`src/ccu_pkg.sv`:
```
// Shared constants and types for the counter compare output unit
package ccu_pkg;
  // ==========================================
  // Register map (index on the register port)
  localparam logic [2:0] CCU_ADDR_CTRL_A = 3'h0;
  localparam logic [2:0] CCU_ADDR_CTRL_B = 3'h1;
  localparam logic [2:0] CCU_ADDR_COUNT = 3'h2;
  localparam logic [2:0] CCU_ADDR_CMP_A = 3'h3;
  localparam logic [2:0] CCU_ADDR_CMP_B = 3'h4;
  localparam logic [2:0] CCU_ADDR_FLAGS = 3'h5;
  localparam logic [2:0] CCU_ADDR_IRQ_EN = 3'h6;

  // ==========================================
  // Field positions
  localparam int CCU_CA_ACT_A = 6;
  localparam int CCU_CA_ACT_B = 4;
  localparam int CCU_CA_WM = 0;
  localparam int CCU_CB_FORCE_A = 7;
  localparam int CCU_CB_FORCE_B = 6;
  localparam int CCU_CB_WM2 = 3;
  localparam int CCU_CB_CS = 0;
  localparam int CCU_FL_OVF = 0;
  localparam int CCU_FL_CMP_A = 1;
  localparam int CCU_FL_CMP_B = 2;

  // ==========================================
  // Reset values and counter limits
  localparam logic [7:0] CCU_RESET_BYTE = 8'h00;
  localparam logic [7:0] CCU_BOTTOM = 8'h00;
  localparam logic [7:0] CCU_MAX = 8'hFF;

  // ==========================================
  // Prescaler divide counts
  localparam logic [9:0] CCU_DIV_8 = 10'h007;
  localparam logic [9:0] CCU_DIV_64 = 10'h03F;
  localparam logic [9:0] CCU_DIV_256 = 10'h0FF;
  localparam logic [9:0] CCU_DIV_1024 = 10'h3FF;

  // ==========================================
  // Waveform modes
  localparam logic [2:0] CCU_WM_NORMAL = 3'h0;
  localparam logic [2:0] CCU_WM_PC_MAX = 3'h1;
  localparam logic [2:0] CCU_WM_CTC = 3'h2;
  localparam logic [2:0] CCU_WM_FAST_MAX = 3'h3;
  localparam logic [2:0] CCU_WM_PC_CMP = 3'h5;
  localparam logic [2:0] CCU_WM_FAST_CMP = 3'h7;

  // Output actions
  localparam logic [1:0] CCU_ACT_NONE = 2'h0;
  localparam logic [1:0] CCU_ACT_TOGGLE = 2'h1;
  localparam logic [1:0] CCU_ACT_CLEAR = 2'h2;
  localparam logic [1:0] CCU_ACT_SET = 2'h3;

  typedef enum logic [1:0] {
    CCU_SEQ_UP,
    CCU_SEQ_FAST,
    CCU_SEQ_PHASE
  } ccu_seq_type;

  typedef struct packed {
    logic [2:0] addr;
    logic [7:0] wdata;
    logic wr;
    logic rd;
  } ccu_bus_type;
endpackage

```
`src/ccu_counter_compare_unit.sv`:
```
// Eight-bit timer with two compare channels and pin override
// Contract
// RULE_01: clock_select picks the tick source; zero stops the counter.
// RULE_02: each tick clears, increments or decrements counter per mode.
// RULE_03: software may read and write counter_value at any time.
// RULE_04: a counter write beats a same-cycle clear or count.
// RULE_05: waveform_mode bits 1:0 in control A, bit 2 in control B.
// RULE_06: overflow_flag set at the mode's point and can raise interrupt.
// RULE_07: counter compared with both compare values by 8-bit equality.
// RULE_08: an equality sets the channel compare_flag on the next tick.
// RULE_09: compare_flag with its enable raises a compare interrupt request.
// RULE_10: flag cleared on interrupt service or by writing one.
// RULE_11: compare values double buffered in PWM modes only.
// RULE_12: buffered value moves to active only at top or bottom.
// RULE_13: compare access goes to buffer when buffered, else active.
// RULE_14: force_compare in non-PWM modes acts on output only.
// RULE_15: counter write blocks every match in the next tick.
// RULE_16: output_action change acts at the next match, unbuffered.
// RULE_17: reset clears each wave_output register.
// RULE_18: nonzero output_action drives pin from wave_output; direction gates.
// RULE_19: pin override depends on output_action only, not the mode.
// RULE_20: output_action zero leaves wave_output unchanged on a match.
// RULE_21: wave_output kept when the waveform mode changes.
// RULE_22: software avoids blocked-match writes and presets wave_output.
// RULE_23: bottom is 0x00 and maximum is 0xFF.
`timescale 1ns/1ps
module ccu_counter_compare_unit
  import ccu_pkg::*;
(
  // Clock and reset
  input wire logic clk,
  input wire logic reset_n,
  // Register port
  input wire ccu_bus_type bus,
  output logic [7:0] rdata,
  // External count input, falling or rising edge
  input wire logic ext_count_in,
  // Interrupt requests and service acknowledges
  output logic irq_overflow,
  output logic irq_compare_a,
  output logic irq_compare_b,
  input wire logic irq_ack_overflow,
  input wire logic irq_ack_compare_a,
  input wire logic irq_ack_compare_b,
  // Port pins
  input wire logic [1:0] port_data,
  input wire logic [1:0] wave_pin_direction,
  output logic [1:0] pin_out,
  output logic [1:0] pin_oe
);
  // ==========================================
  // Registers
  logic [7:0] ctrl_a;
  logic [7:0] ctrl_b;
  logic [7:0] counter_value;
  logic [7:0] cmp_active [2];
  logic [7:0] cmp_buffer [2];
  logic [2:0] flags;
  logic [2:0] irq_en;
  logic [1:0] wave_output;
  logic [9:0] prescale;
  logic ext_prev;
  logic count_down;
  logic block_match;

  logic [2:0] waveform_mode;
  logic [2:0] clock_select;
  logic [1:0] output_action [2];
  logic timer_tick;
  logic double_buffered;
  logic pwm_mode;
  ccu_seq_type seq;
  logic [7:0] top;
  logic at_top;
  logic at_bottom;
  logic [1:0] match;
  logic [1:0] match_hit;
  logic count_write;
  logic [1:0] force_hit;
  logic ovf_event;
  logic db_update;
  logic wrap_to_bottom;
  logic [7:0] next_counter;
  logic next_down;

  assign count_write = bus.wr && bus.addr == CCU_ADDR_COUNT;
  // Mode split over both control registers
  // RULE_05 mode field assembly
  assign waveform_mode = {ctrl_b[CCU_CB_WM2], ctrl_a[CCU_CA_WM +: 2]};
  assign clock_select = ctrl_b[CCU_CB_CS +: 3];
  assign output_action[0] = ctrl_a[CCU_CA_ACT_A +: 2];
  assign output_action[1] = ctrl_a[CCU_CA_ACT_B +: 2];

  // ==========================================
  // Tick selection
  // RULE_01 source select, zero stops
  always_comb begin
    unique case (clock_select)
      3'h0: timer_tick = 1'b0;
      3'h1: timer_tick = 1'b1;
      3'h2: timer_tick = (prescale[2:0] == CCU_DIV_8[2:0]);
      3'h3: timer_tick = (prescale[5:0] == CCU_DIV_64[5:0]);
      3'h4: timer_tick = (prescale[7:0] == CCU_DIV_256[7:0]);
      3'h5: timer_tick = (prescale == CCU_DIV_1024);
      3'h6: timer_tick = ext_prev && !ext_count_in;
      3'h7: timer_tick = !ext_prev && ext_count_in;
    endcase
  end

  // Free running so a new divide ratio needs no restart
  always_ff @(posedge clk or negedge reset_n) begin
    if (!reset_n) begin
      prescale <= 10'h000;
      ext_prev <= 1'b0;
    end else begin
      prescale <= prescale + 10'h001;
      ext_prev <= ext_count_in;
    end
  end

  // ==========================================
  // Sequence decode; reserved modes count like normal
  always_comb begin
    unique case (waveform_mode)
      CCU_WM_PC_MAX, CCU_WM_PC_CMP: seq = CCU_SEQ_PHASE;
      CCU_WM_FAST_MAX, CCU_WM_FAST_CMP: seq = CCU_SEQ_FAST;
      default: seq = CCU_SEQ_UP;
    endcase
  end

  assign pwm_mode = (seq != CCU_SEQ_UP);
  // RULE_11 buffering only in PWM modes
  assign double_buffered = pwm_mode;
  assign top = (waveform_mode == CCU_WM_CTC ||
    waveform_mode == CCU_WM_PC_CMP || waveform_mode == CCU_WM_FAST_CMP) ?
    cmp_active[0] : CCU_MAX;
  // RULE_23 fixed extremes
  assign at_top = (counter_value == top);
  assign at_bottom = (counter_value == CCU_BOTTOM);
  assign wrap_to_bottom = (seq == CCU_SEQ_FAST || waveform_mode ==
    CCU_WM_CTC) ? at_top : (seq == CCU_SEQ_UP && counter_value == CCU_MAX);

  // ==========================================
  // Next counter value
  // RULE_02 clear, increment or decrement
  always_comb begin
    next_counter = counter_value;
    next_down = count_down;
    if (timer_tick) begin
      unique case (seq)
        CCU_SEQ_PHASE: begin
          if (at_top) begin
            next_down = 1'b1;
          end else if (at_bottom) begin
            next_down = 1'b0;
          end
          next_counter = next_down ? counter_value - 8'h01 :
            counter_value + 8'h01;
        end
        default: begin
          next_down = 1'b0;
          next_counter = wrap_to_bottom ? CCU_BOTTOM :
            counter_value + 8'h01;
        end
      endcase
    end
  end

  // RULE_03 access at any time
  always_ff @(posedge clk or negedge reset_n) begin
    if (!reset_n) begin
      counter_value <= CCU_RESET_BYTE;
      count_down <= 1'b0;
    end else begin
      count_down <= next_down;
      // RULE_04 write beats count
      if (count_write) begin
        counter_value <= bus.wdata;
      end else begin
        counter_value <= next_counter;
      end
    end
  end

  // Held until a tick consumes it, so it also spans a stopped timer
  // RULE_15 block latch
  always_ff @(posedge clk or negedge reset_n) begin
    if (!reset_n) begin
      block_match <= 1'b0;
    end else if (count_write) begin
      block_match <= 1'b1;
    end else if (timer_tick) begin
      block_match <= 1'b0;
    end
  end

  // ==========================================
  // Compare channels
  // Clear-on-match overflows at the FF to 00 wrap, not at its own top
  assign ovf_event = timer_tick &&
    ((seq == CCU_SEQ_PHASE) ? at_bottom : (seq == CCU_SEQ_FAST) ? at_top :
    (counter_value == CCU_MAX));
  assign db_update = timer_tick && double_buffered &&
    ((seq == CCU_SEQ_PHASE) ? at_top : at_top);

  for (genvar ch = 0; ch < 2; ch++) begin : g_chan
    logic [1:0] act;
    logic next_wave;
    assign act = output_action[ch];
    // RULE_07 equality comparator
    assign match[ch] = (counter_value == cmp_active[ch]);
    // RULE_15 blocked match
    assign match_hit[ch] = timer_tick && match[ch] && !block_match;
    assign force_hit[ch] = bus.wr && bus.addr == CCU_ADDR_CTRL_B &&
      bus.wdata[ch == 0 ? CCU_CB_FORCE_A : CCU_CB_FORCE_B] && !pwm_mode;

    // RULE_12 transfer at top
    // RULE_13 routed compare writes
    always_ff @(posedge clk or negedge reset_n) begin
      if (!reset_n) begin
        cmp_active[ch] <= CCU_RESET_BYTE;
        cmp_buffer[ch] <= CCU_RESET_BYTE;
      end else begin
        if (bus.wr && bus.addr == (ch == 0 ? CCU_ADDR_CMP_A :
            CCU_ADDR_CMP_B)) begin
          cmp_buffer[ch] <= bus.wdata;
          if (!double_buffered) begin
            cmp_active[ch] <= bus.wdata;
          end
        end
        if (db_update) begin
          cmp_active[ch] <= cmp_buffer[ch];
        end
      end
    end

    // Output action per mode; zero is always no action
    // RULE_16 action read live
    // RULE_20 zero holds output
    always_comb begin
      next_wave = wave_output[ch];
      if (match_hit[ch] || force_hit[ch]) begin
        unique case (act)
          CCU_ACT_NONE: next_wave = wave_output[ch];
          CCU_ACT_TOGGLE: begin
            if (!pwm_mode || (ch == 0 && waveform_mode[2])) begin
              next_wave = !wave_output[ch];
            end
          end
          CCU_ACT_CLEAR: next_wave = (seq == CCU_SEQ_PHASE) && count_down;
          CCU_ACT_SET: next_wave = !((seq == CCU_SEQ_PHASE) && count_down);
        endcase
      end else if (seq == CCU_SEQ_FAST && timer_tick && at_top) begin
        if (act == CCU_ACT_CLEAR) begin
          next_wave = 1'b1;
        end else if (act == CCU_ACT_SET) begin
          next_wave = 1'b0;
        end
      end
    end

    // RULE_14 forced action
    // RULE_17 reset to zero
    // RULE_21 no reset on mode change
    always_ff @(posedge clk or negedge reset_n) begin
      if (!reset_n) begin
        wave_output[ch] <= 1'b0;
      end else begin
        wave_output[ch] <= next_wave;
      end
    end

    // RULE_18 override and direction
    // RULE_19 mode independent
    assign pin_out[ch] = (act != CCU_ACT_NONE) ? wave_output[ch] :
      port_data[ch];
    assign pin_oe[ch] = wave_pin_direction[ch];
  end

  // ==========================================
  // Flags: a set wins over any clear in the same cycle
  logic [2:0] flag_set;
  logic [2:0] flag_clr;
  logic flag_write;

  assign flag_write = bus.wr && bus.addr == CCU_ADDR_FLAGS;
  assign flag_set = {match_hit, ovf_event};
  assign flag_clr = ({3{flag_write}} & bus.wdata[2:0]) |
    {irq_ack_compare_b, irq_ack_compare_a, irq_ack_overflow};

  // RULE_06 overflow point
  // RULE_08 flag on tick
  // RULE_10 service or write one
  always_ff @(posedge clk or negedge reset_n) begin
    if (!reset_n) begin
      flags <= 3'h0;
    end else begin
      flags <= flag_set | (flags & ~flag_clr);
    end
  end

  // RULE_09 flag and enable
  assign irq_overflow = flags[CCU_FL_OVF] && irq_en[CCU_FL_OVF];
  assign irq_compare_a = flags[CCU_FL_CMP_A] && irq_en[CCU_FL_CMP_A];
  assign irq_compare_b = flags[CCU_FL_CMP_B] && irq_en[CCU_FL_CMP_B];

  // ==========================================
  // Control registers; force bits are strobes and read zero
  always_ff @(posedge clk or negedge reset_n) begin
    if (!reset_n) begin
      ctrl_a <= CCU_RESET_BYTE;
      ctrl_b <= CCU_RESET_BYTE;
      irq_en <= 3'h0;
    end else if (bus.wr) begin
      if (bus.addr == CCU_ADDR_CTRL_A) begin
        ctrl_a <= {bus.wdata[7:4], 2'h0, bus.wdata[1:0]};
      end
      if (bus.addr == CCU_ADDR_CTRL_B) begin
        ctrl_b <= {4'h0, bus.wdata[3:0]};
      end
      if (bus.addr == CCU_ADDR_IRQ_EN) begin
        irq_en <= bus.wdata[2:0];
      end
    end
  end

  // Read data one cycle after the strobe, zero otherwise
  always_ff @(posedge clk or negedge reset_n) begin
    if (!reset_n) begin
      rdata <= 8'h00;
    end else if (bus.rd) begin
      unique case (bus.addr)
        CCU_ADDR_CTRL_A: rdata <= ctrl_a;
        CCU_ADDR_CTRL_B: rdata <= ctrl_b;
        CCU_ADDR_COUNT: rdata <= counter_value;
        CCU_ADDR_CMP_A: rdata <= double_buffered ? cmp_buffer[0] :
          cmp_active[0];
        CCU_ADDR_CMP_B: rdata <= double_buffered ? cmp_buffer[1] :
          cmp_active[1];
        CCU_ADDR_FLAGS: rdata <= {5'h00, flags};
        CCU_ADDR_IRQ_EN: rdata <= {5'h00, irq_en};
        default: rdata <= 8'h00;
      endcase
    end else begin
      rdata <= 8'h00;
    end
  end

  // Write seen and no tick since, kept apart from the design's latch
  logic chk_pend;
  always_ff @(posedge clk or negedge reset_n) begin
    if (!reset_n) begin
      chk_pend <= 1'b0;
    end else if (count_write) begin
      chk_pend <= 1'b1;
    end else if (timer_tick) begin
      chk_pend <= 1'b0;
    end
  end
endmodule

```
`config.mk`:
```
export PLATFORM = sky130hd
export DESIGN_NAME = ccu_counter_compare_unit
export DESIGN_NICKNAME = d
export VERILOG_FILES = /design/src/ccu_pkg.sv /design/src/ccu_counter_compare_unit.sv
export SDC_FILE = /design/constraint.sdc
export NUM_CORES = 1
export LEC_CHECK = 0
export BUFFER_PORTS_ARGS = -buffer_cell sky130_fd_sc_hd__buf_2
export CAP_MARGIN = 0
export CORE_MARGIN = 10
export CORE_UTILIZATION = 50
export DETAILED_ROUTE_END_ITERATION = 8
export GPL_TIMING_DRIVEN = 0
export PLACE_DENSITY = 0.69
export SLEW_MARGIN = 20
export SYNTH_ARGS = -nofsm -noshare
export SYNTH_HDL_FRONTEND = slang
export SYNTH_SLANG_ARGS = --single-unit
```
`constraint.sdc`:
```
create_clock -name clk -period 4.05 [get_ports clk]
set_input_delay 0.405 -clock clk [delete_from_list [all_inputs] [get_ports clk]]
set_output_delay 0.405 -clock clk [all_outputs]
set_load 0.01 [all_outputs]
```
== Word-level counts from Yosys, hierarchy flattened ==
Cells that the tools add are included.
W data, S select, Z words.
Operators by class
  add/sub/neg operators: 3
  mux-type cells: 41
  equal/unequal tests: 39
  reductions and logical operators: 63
  bitwise operators: 5
Operators with widths (number)
  $mux W8: 14
  $pmux W8 S7: 1
  $eq A3 B3 Y1 const B: 10
  $logic_and A1 B1 Y1: 25
  $eq A8 B8 Y1: 3
  $mux W1: 22
  $eq A3 B2 Y1 const B: 6
  $eq A8 B8 Y1 const B: 2
  $reduce_bool A2 Y1: 8
  $add A10 B1 Y10 const B: 1
  $eq A10 B10 Y1 const B: 1
  $eq A2 B2 Y1 const B: 5
  $reduce_and A2 Y1: 5
  $eq A3 B1 Y1 const B: 3
  $add A8 B1 Y8 const B: 1
  $logic_not A8 Y1: 1
  $pmux W1 S8: 1
  $reduce_and A4 Y1: 2
  $sub A8 B1 Y8 const B: 1
  $logic_not A1 Y1: 7
  $and A3 B3 Y3: 2
  $eq A2 B1 Y1 const B: 3
  $eq A6 B6 Y1 const B: 1
  $logic_not A2 Y1: 3
  other kinds (11): 23
Storage, ports and cells
  bits in registers: 79
  logic and storage cells: 167
  input bits: 23
  output and inout bits: 15

== Longest topological paths before layout ==
Gate-level depths: netlist of run 1.
  depth in word-level cells: 12
  depth in mapped cells: 10
  gate-level depth less buffers: 9

== Worst setup path before layout of run 1 ==
Ideal clock, no wire load.
  path type: reg-to-reg
  start point: register counter_value[4]
  end point: register counter_value[5]
  data arrival time: 2352 ps
  required time: 3973 ps
  slack: 1621 ps
  setup time: 77 ps
  buffers on the path: 1
  period minus slack after synthesis: 2429 ps
  stages on the path, launching flop included: 9
  cell sequence: dfrtp_1 > buf_6 > or4_4 > o41ai_4 > nand2_2 > o211ai_4 > mux2_2 > o31a_1 > o21ai_1
On the way
  cells in the longest elaborated chain, start to end: 9
  elaborated cells between the ends (all ways): 16
  those cells by class: add/sub: 2; eq/ne: 2; mux: 10; reduce/logical: 2
RTL lines
  from (decl): RTL line ccu_counter_compare_unit.sv:55  | logic [7:0] counter_value;
  from (signal assigned): RTL line ccu_counter_compare_unit.sv:178  | counter_value <= bus.wdata;
  from (signal assigned): RTL line ccu_counter_compare_unit.sv:180  | counter_value <= next_counter;
  $logic_not A8 Y1: RTL line ccu_counter_compare_unit.sv:139  | assign at_bottom = (counter_value == CCU_BOTTOM);
  $mux W1: RTL line ccu_counter_compare_unit.sv:154  | end else if (at_bottom) begin
  $mux W1: RTL line ccu_counter_compare_unit.sv:152  | if (at_top) begin
  $mux W1: RTL line ccu_counter_compare_unit.sv:150  | unique case (seq)
  $mux W1: RTL line ccu_counter_compare_unit.sv:149  | if (timer_tick) begin
  $mux W8: RTL line ccu_counter_compare_unit.sv:157  | next_counter = next_down ? counter_value - 8'h01 :
  $mux W8 (*): RTL line ccu_counter_compare_unit.sv:150
  $mux W8 (*): RTL line ccu_counter_compare_unit.sv:149
  $mux W8 (*): RTL line ccu_counter_compare_unit.sv:177  | if (count_write) begin
Every way passes the cells marked *; elsewhere a longest branch is shown, timed or not. The select of a mux whose other input is x is not followed.
A chain may end at the register's enable or synchronous reset.

== Worst setup path after layout of run 1 ==
  start point: register counter_value[0]
  end point: register counter_value[5]
The elaborated chain is that of the path after synthesis.

==> flow_summary.toml, run 1 <==
[drt]
vias_per_cell = 6.07
firstDrtPassIters = 5
wirelength_mm = 13.8
dr_wl_met3_um = 754
vias = 4059
wire_per_inst_um = 20.7
ant_nets = 0
top_layer_used = "met4"
drt_iter0_markers = 401
drcViolationCount = 0
wl_met1_mm = 6.19
dr_wl_met2_mm = 6.60

[sta]
fin_crit_sh_pct = 71.8
setup_viol_count_final = 0
slew_violations = 0
hold_viol_final = 28
setup-tns-final_ps = 0
fin_crit_ps = 2910
hold_ws_ps = -23.6
rsz0062_at_grt = "no"
worst_pin_slew_ps = 1210
fin_skew_ps = 12.7
clock.fmax_mhz = 344
relSlewSlack_pct = 19.3

[hold_path]
hp-class = "input port to async pin"

[pwr]
netSwitchingFraction_pct = 38.4
finalPower_mw = 2.92
power.share.clock_pct = 25.4
p_sw_mw = 1.12
vdd_drop_max_uv = 307
power_leakage_nw = 2.24
comb_power_share_pct = 36.2
power.density_mw_per_mm2 = 542
seq_power_share_pct = 38.4
p_int_mw = 1.80

[final_layout]
layout_common_cells = "dfrtp_1 (79), nor2_1 (47), a21oi_1 (39)"
drive_above_1_share_pct = 19.8
fillCellCount = 843
final_common_cell = "dfrtp_1"
antenna_cells = 0
nNetsFinal = 563
syn2layout_area_growth_pct = 12.8
fin_util_pct = 58.1

[clock_network]
htreeDepth = 3
postCtsSetupBuffers = 0
tritoncts = "yes"
cts_made_buffers = 9
clk_latency_ps = 370
hold_buffers = 0
cts-root-buf = "clkbuf_8"
ctsResizeCount = 0
clk_path_buf_depth = 2
cts.sinks = 79
path_clk_slew_ps = 100

[floorplanning]
row_count = 35
start_util_pct = 51.5
fp.dieH_um = 118
die_w_um = 118
core_sq_mm = 0.00928
die_area_sq_mm = 0.0139
pin_count = 38

[global_route]
grt_start_max_net_pins = 48
grt_use_total_pct = 20.0
grt_pass1_vias = 4131
grt_antenna_before_repair = 0
grt_pass1_wl_mm = 22.6
overflow = 0

[setup_path]
rr_startpoint = "counter_value[0]$_DFFE_PN0P_"
crit_fanout = 9
end_kind = "flip-flop"
critPathRequiredTime_ps = 4340
reg2reg_depth = 8
critPathArrivalTime_ps = 3200
slowest_delay_ps = 760
path_cells = "buf_2, inv_1, o2111ai_1, o31a_1, nor2_4, a2111oi_1, a21oi_1, o21ai_1"
crit_path_start = "counter_value[0]$_DFFE_PN0P_"
startpoint_type = "flip-flop"
critPathSlowestCell = "a2111oi_1"
path_class = "flip-flop to flip-flop"

[placement]
gp_congestion = 0.949
dpl.hpwl_mm = 10.1
port_buffers = 32

[logic_synthesis]
synth_top_cell_area_share_pct = 41.4
synth_area_leaders = "dfrtp_1 (41%), mux2_2 (8.5%), mux2i_1 (6.7%)"
synth_cells = 491
mappedNetlistArea_sq_mm = 0.00478
synth_cell_types = 67
async_flop_share_pct = 100
synth_seq_area_share_pct = 41.4
yosysTopAreaCell = "dfrtp_1"
syn-num-nets = 519
synth-edff-count = 0
ys.flop_type = "dfrtp_1"
avgSynthCellArea_sq_um = 9.73
ys_ff_latch = 79
ys_warn_count = 0

[outcome]
violations = "negative hold slack"
status = "complete, but fails checks"

[flow_run]
maxCapViolCount = 0
metal layers:
layer,global-route usage (%),up-vias
li1,-,1877
met1,26.3,2017
met2,32.1,140
met3,3.17,25
met4,7.42,0
met5,0,-
registers in the layout, indices dropped and copies added, names as in the netlist:
register / flops
block_match: 1
cmp_active: 16
cmp_buffer: 16
count_down: 1
counter_value: 8
ctrl_a: 6
ctrl_b: 4
ext_prev: 1
flags: 3
irq_en: 3
prescale: 10
rdata: 8
wave_output: 2
power by group through the flow:
stage / Combinational (mW) / Clock (mW) / Sequential [mW]
after global placement: 1.01 / 0 / 1.12
final: 1.06 / 0.743 / 1.12
after global routing: 1.16 / 0.782 / 1.14
after floorplan: 0.762 / 0 / 1.08
after detailed placement: 1.03 / 0 / 1.13
after CTS: 1.04 / 0.738 / 1.12
kinds of logic (layout without fill, tap and decap cells):
kind of cell | Yosys count | after routing | synth area share [%]
XOR/XNOR | 19 | 19 | 3.48
AO/OA/AOI/OAI | 118 | 118 | 17.0
adder cells (fa/ha/maj) | 5 | 5 | 1.31
buffers and inverters | 41 | 90 | 3.69
multiplexers | 70 | 70 | 16.0
AND/OR/NAND/NOR | 159 | 159 | 17.2
flip-flops | 79 | 79 | 41.4
critical path, delay by kind of cell, from the launching register on:
| kind | cells | cell delay [ps] |
|---|---|---|
| compound gates | 5 | 1950 |
| buf+inv | 2 | 410 |
| flops | 1 | 360 |
| simple gates | 1 | 90 |
area by class of cell:
class | count | area (sq um) | area share, %
Tap cell | 129 | 161 | 2.99
Buffer | 25 | 116 | 2.16
Timing Repair Buffer | 33 | 190 | 3.53
Clock inverter | 6 | 118 | 2.18
Multi-Input combinational cell | 371 | 2640 | 49.0
Sequential cell | 79 | 1980 | 36.7
Clock buffer | 10 | 128 | 2.37
Inverter | 16 | 60.1 | 1.11
synth_stat cells (5+ instances only):
library cell and count:
a21oi_1 39, and3_1 8, buf_2 6, clkbuf_1 14, dfrtp_1 79, ha_1 5, inv_1 16, mux2_2 36
mux2i_1 32, nand2_1 31, nand2b_1 9, nand3_1 13, nor2_1 47, nor2b_1 9, nor3_1 10, o21ai_0 21
o31a_1 6, xnor2_1 14, xor2_1 5
path summary, 6_finish.rpt:
| path | to | slack, ps |
|---|---|---|
| setup / recovery | counter_value[5]$_DFFE_PN0P_ | 1140 |
| hold / removal | counter_value[4]$_DFFE_PN0P_ | -20 |
| setup reg to reg | counter_value[5]$_DFFE_PN0P_ | 1140 |
| hold reg to reg | prescale[0]$_DFF_PN0_ | 460 |
| max in group asynchronous | ctrl_a[5]$_DFFE_PN0P_ | 3470 |
| min in group clk | ext_prev$_DFF_PN0_ | 170 |
metrics by stage:
| step | std cells | worst slack (ps) | area (sq um) |
|---|---|---|---|
| finish | 669 | 1140 | 5390 |
| global route | 669 | 996 | 5390 |
| CTS | 669 | 990 | 5380 |
| global placement | 652 | 1010 | 5100 |
| floorplan | 491 | 1620 | 4780 |
| detailed placement | 653 | 1020 | 5130 |
Note: power is estimated with default switching activity, not from simulation.
==> inputs of run 2 (changes only) <==
==> constraint.sdc (replaced) <==
create_clock -name clk -period 3 [get_ports clk]
set_input_delay 0.3 -clock clk [delete_from_list [all_inputs] [get_ports clk]]
set_output_delay 0.3 -clock clk [all_outputs]
set_load 0.01 [all_outputs]
==> run 2 against run 1 <==
Compared with the run above: the run now ends clean; sequential share of layout area fell by 0.10 points; register-to-register slack got worse by 1000 ps; sequential power rose by 36%; clock skew fell by 2.5 ps; first-iteration DRC count rose by 14%; global-route usage did not move; die area did not move; final area rose by 0.28%; worst hold slack improved by 94 ps; non-clock buffer count rose by 1; combinational power rose by 35%; cell count rose by 0.15%; largest power group unchanged.
==> flow_summary.toml, run 2 (synthesized netlist as in run 1, its figures left out) <==
[pwr]
power.density_mw_per_mm2 = 730
vdd_drop_max_uv = 414
power_leakage_nw = 2.25

[final_layout]
final_common_cell = "dfrtp_1"
drive_above_1_share_pct = 20.0
stdcell_count = 670
largestRegisters = "cmp_active (16), cmp_buffer (16), prescale (10)"
antenna_cells = 0
design_area_sq_mm = 0.00541
syn2layout_area_growth_pct = 13.1
layout_common_cells = "dfrtp_1 (79), nor2_1 (47), a21oi_1 (39)"
fillCellCount = 841
nNetsFinal = 564

[floorplanning]
die_w_um = 118
pin_count = 38
core_sq_mm = 0.00928
start_util_pct = 51.5
fp.dieH_um = 118
die_area_sq_mm = 0.0139
row_count = 35

[outcome]
status = "finished, final reports clean"

[setup_path]
cp_top_family = "compound AO/OA/AOI/OAI gates"
path_cells = "buf_2, inv_1, o2111ai_1, o31a_1, o21ai_2, mux2_4, a2111oi_2, a211oi_1"
critPathArrivalTime_ps = 3100
crit_fanout = 9
crit_path_start = "counter_value[0]$_DFFE_PN0P_"
critPathRequiredTime_ps = 3240
end_kind = "flip-flop"
critPathSlowestCell = "o31a_1"
cp_num_buf_inv = 2
rr_startpoint = "counter_value[0]$_DFFE_PN0P_"
startpoint_type = "flip-flop"
path_class = "flip-flop to flip-flop"
slowest_delay_ps = 440

[clock_network]
path_clk_slew_ps = 90
cts_made_buffers = 9
clk_latency_ps = 370
tritoncts = "yes"
cts.sinks = 79
cts-root-buf = "clkbuf_8"
htreeDepth = 3
clk_path_buf_depth = 2

[sta]
setup_viol_count_final = 0
worst_pin_slew_ps = 1200
fin_crit_ps = 2860
setup-tns-final_ps = 0
rsz0062_at_grt = "no"
fin_ws_ps = 140
hold_viol_final = 0
clock.fmax_mhz = 350
hold_ws_ps = 70.1
relSlewSlack_pct = 20.0
fin_crit_sh_pct = 95.3
slew_violations = 0
fin_skew_ps = 10.2

[placement]
preCtsSetupSlack_ps = -34.3
placed_cells = 653
port_buffers = 32
dpl.hpwl_mm = 10.1
gp_congestion = 0.949
post_dp_cell_area_sq_mm = 0.00513

[global_route]
grt_start_max_net_pins = 48
grt_pass1_vias = 4131
grt_pass1_wl_mm = 22.6
overflow = 0
grt_use_total_pct = 20.0
grt_antenna_before_repair = 0

[drt]
drcViolationCount = 0
drt_iter0_markers = 456
vias = 4031
ant_nets = 0
wirelength_mm = 13.8
wire_per_inst_um = 20.6
firstDrtPassIters = 7
vias_per_cell = 6.02

[flow_run]
maxCapViolCount = 0

[hold_path]
hp-class = "input port to flip-flop"
min_from = "ext_count_in"
run 2: cell types whose count changed in the layout (fill, tap and decap cells not counted):
cell,previous run,this run
dlygate4sd3_1,0,1
a2111oi_1,1,0
a2111oi_2,1,2
run 2: area by class of cell:
class	instances	area, sq um	area share, %
tap	129	161	2.99
multi-input combinational	371	2650	48.9
timing repair buffer	34	200	3.70
sequential	79	1980	36.6
inverter	16	60.1	1.11
clock inverter	6	118	2.18
clock buffer	10	128	2.36
buffer	25	116	2.15
run 2: through the flow:
step / util (%) / total power, mW
2_1_floorplan: - / 2.49
3_3_place_gp: 54.9 / 2.88
3_5_place_dp: 55.3 / 2.92
4_1_cts: 58.1 / 3.91
5_1_grt: 58.2 / 4.17
6_report: 58.2 / 3.94
run 2: routing by layer:
layer	part of all wire [%]	vias up	track usage [%]	wire length, um
met5	0	-	0	0
met4	2.1	0	7.42	295
met3	5.1	25	3.17	707
met2	48	142	32.1	6640
met1	45	1983	26.3	6150
li1	-	1881	-	-
run 2: final timing paths:
path / endpoint / slack [ps] / cells past startpoint
worst max-delay path: counter_value[4]$_DFFE_PN0P_ / 140 / 8
worst min-delay path: ext_prev$_DFF_PN0_ / 70 / 1
worst max register to register: counter_value[4]$_DFFE_PN0P_ / 140 / 8
worst min register to register: prescale[0]$_DFF_PN0_ / 460 / 1
max in group asynchronous: ctrl_a[5]$_DFFE_PN0P_ / 1990 / 3
min in group asynchronous: counter_value[4]$_DFFE_PN0P_ / 420 / 2
run 2: where the power goes:
| part | switching [mW] | internal, mW | leakage, nW |
|---|---|---|---|
| combinational | 0.847 | 0.580 | 1.15 |
| clock | 0.439 | 0.561 | 0.119 |
| sequential | 0.225 | 1.29 | 0.975 |
| total | 1.51 | 2.43 | 2.25 |
run 2: what timing repair did:
| action | in CTS | in global routing |
|---|---|---|
| endpoints found under the setup margin | 3 | 2 |
| cloned | 0 | 0 |
| buffers inserted | 0 | 0 |
| hold endpoints to repair | 32 | 0 |
| hold buffers | 1 | 0 |
| resized for setup | 1 | 1 |
==> inputs of run 3 (changes only) <==
--- a/config.mk
+++ b/config.mk
@@ -12,6 +12,7 @@
 export DETAILED_ROUTE_END_ITERATION = 8
 export GPL_TIMING_DRIVEN = 0
 export PLACE_DENSITY = 0.69
+export SETUP_SLACK_MARGIN = 0.3
 export SLEW_MARGIN = 20
 export SYNTH_ARGS = -nofsm -noshare
 export SYNTH_HDL_FRONTEND = slang
==> constraint.sdc (replaced) <==
create_clock -name clk -period 3.1 [get_ports clk]
set_input_delay 0.31 -clock clk [delete_from_list [all_inputs] [get_ports clk]]
set_output_delay 0.31 -clock clk [all_outputs]
set_load 0.01 [all_outputs]
==> run 3 against run 2 <==
Compared with the run above: core utilization up 0.86 points; non-clock buffer count up 5; clock skew grew 1.5 ps; routed wire length is essentially flat; sequential share of layout area shrank 0.53 points; count of clock-buffer cells in the layout did not move; setup slack better by 230 ps; via count is 0.97% higher; critical endpoint is now counter_value[5]$_DFFE_PN0P_; largest cell class unchanged.
==> flow_summary.toml, run 3 (synthesized netlist as in run 1, its figures left out) <==
[drt]
wire_per_inst_um = 20.4
drcViolationCount = 0
drt_iter0_markers = 445
vias_per_cell = 6.03
ant_nets = 0
vias = 4070
firstDrtPassIters = 6
wirelength_mm = 13.8

[final_layout]
syn2layout_area_growth_pct = 14.8
fin_util_pct = 59.1
layout_common_cells = "dfrtp_1 (79), nor2_1 (47), a21oi_1 (39)"
antenna_cells = 0
fillCellCount = 830
final_common_cell = "dfrtp_1"
nNetsFinal = 569
drive_above_1_share_pct = 22.0
largestRegisters = "cmp_active (16), cmp_buffer (16), prescale (10)"

[global_route]
grt_antenna_before_repair = 0
grt_pass1_wl_mm = 22.6
grt_use_total_pct = 19.9
grt_start_max_net_pins = 48
grt_pass1_vias = 4122
overflow = 0

[sta]
fin_crit_ps = 2730
hold_viol_final = 0
relSlewSlack_pct = 19.4
clock.fmax_mhz = 366
worst_pin_slew_ps = 1210
rsz0062_at_grt = "no"
fin_skew_ps = 11.7
setup_viol_count_final = 0
fin_crit_sh_pct = 88.2
slew_violations = 0
setup-tns-final_ps = 0

[floorplanning]
die_w_um = 118
pin_count = 38
die_area_sq_mm = 0.0139
row_count = 35
core_sq_mm = 0.00928
fp.dieH_um = 118
start_util_pct = 51.5

[setup_path]
critPathRequiredTime_ps = 3390
critPathArrivalTime_ps = 3020
path_class = "flip-flop to flip-flop"
startpoint_type = "flip-flop"
end_kind = "flip-flop"
crit_fanout = 9
r2r_setup_slack_ps = 370

[outcome]
status = "finished, final reports clean"

[pwr]
power_leakage_nw = 2.29
power.density_mw_per_mm2 = 701
vdd_drop_max_uv = 403

[placement]
port_buffers = 32
gp_congestion = 0.949
dpl.hpwl_mm = 10.1

[clock_network]
cts.sinks = 79
clk_path_buf_depth = 2
tritoncts = "yes"
htreeDepth = 3
path_clk_slew_ps = 90
cts-root-buf = "clkbuf_8"
cts_made_buffers = 9
clk_latency_ps = 360

[flow_run]
maxCapViolCount = 0

[hold_path]
hp-class = "input port to flip-flop"
[run 3: cell count changes in the layout (fill, tap and decap cells not counted), moves of 3 or more]
cell / delta
buf_2: -4
clkbuf_4: +3
clkbuf_1: -4
buf_4: +6
clkbuf_2: +4
[run 3: metal layers]
layer  share of wire (%)  wire length, um  track usage, %
met2                  48             6630            32.1
met5                   0                0               0
met3                 5.2              720            3.12
met4                 2.2              306            7.34
met1                  45             6140            26.4
[run 3: path summary, 6_finish.rpt]
check,start,to,depth (start not counted)
worst max-delay path,counter_value[5]$_DFFE_PN0P_,counter_value[5]$_DFFE_PN0P_,9
worst min-delay path,ext_count_in,ext_prev$_DFF_PN0_,1
worst max register to register,counter_value[5]$_DFFE_PN0P_,counter_value[5]$_DFFE_PN0P_,9
worst min register to register,prescale[0]$_DFF_PN0_,prescale[0]$_DFF_PN0_,1
max in group asynchronous,reset_n,ctrl_a[5]$_DFFE_PN0P_,3
min in group asynchronous,reset_n,counter_value[4]$_DFFE_PN0P_,2
[run 3: worst max-delay path, stage by stage, from the launching register on]
cell and delay [ps]:
dfrtp_1 370, buf_4 180, or4_4 580, o41ai_4 290, buf_4 190, nand2_2 70, o211ai_4 290, mux2_4 340
o31a_1 270, o21ai_2 70
[run 3: area by class of cell]
type	instances	area, sq um	area share, %
Inverter	16	60.1	1.09
Buffer	25	131	2.40
Clock inverter	6	118	2.14
Multi-Input combinational cell	371	2670	48.7
Clock buffer	10	128	2.33
Timing Repair Buffer	39	238	4.33
Tap cell	129	161	2.94
Sequential cell	79	1980	36.0
[run 3: report_power, final]
group / internal [mW] / total, mW / switching [mW]
combinational: 0.582 / 1.41 / 0.828
clock: 0.543 / 0.962 / 0.419
sequential: 1.25 / 1.47 / 0.220
total: 2.38 / 3.84 / 1.47
[run 3: repair_timing]
action / in CTS / in global routing
hold buffers: 1 / 0
setup buffers: 0 / 5
resized for setup: 3 / 18
pin swaps: 0 / 4
setup endpoints to repair: 4 / 20
endpoints found under the hold margin: 32 / 0
[run 3: metrics by stage]
stage	cells	total power [mW]	worst slack, ps	hold slack (ps)	cell area [sq um]
3_3_place_gp	652	2.79	60.1	441	5100
6_report	675	3.84	367	83.7	5490
5_1_grt	675	4.06	274	78.8	5490
4_1_cts	670	3.79	318	80.2	5400
3_5_place_dp	653	2.83	65.7	297	5130
2_1_floorplan	491	2.41	671	14.4	4780
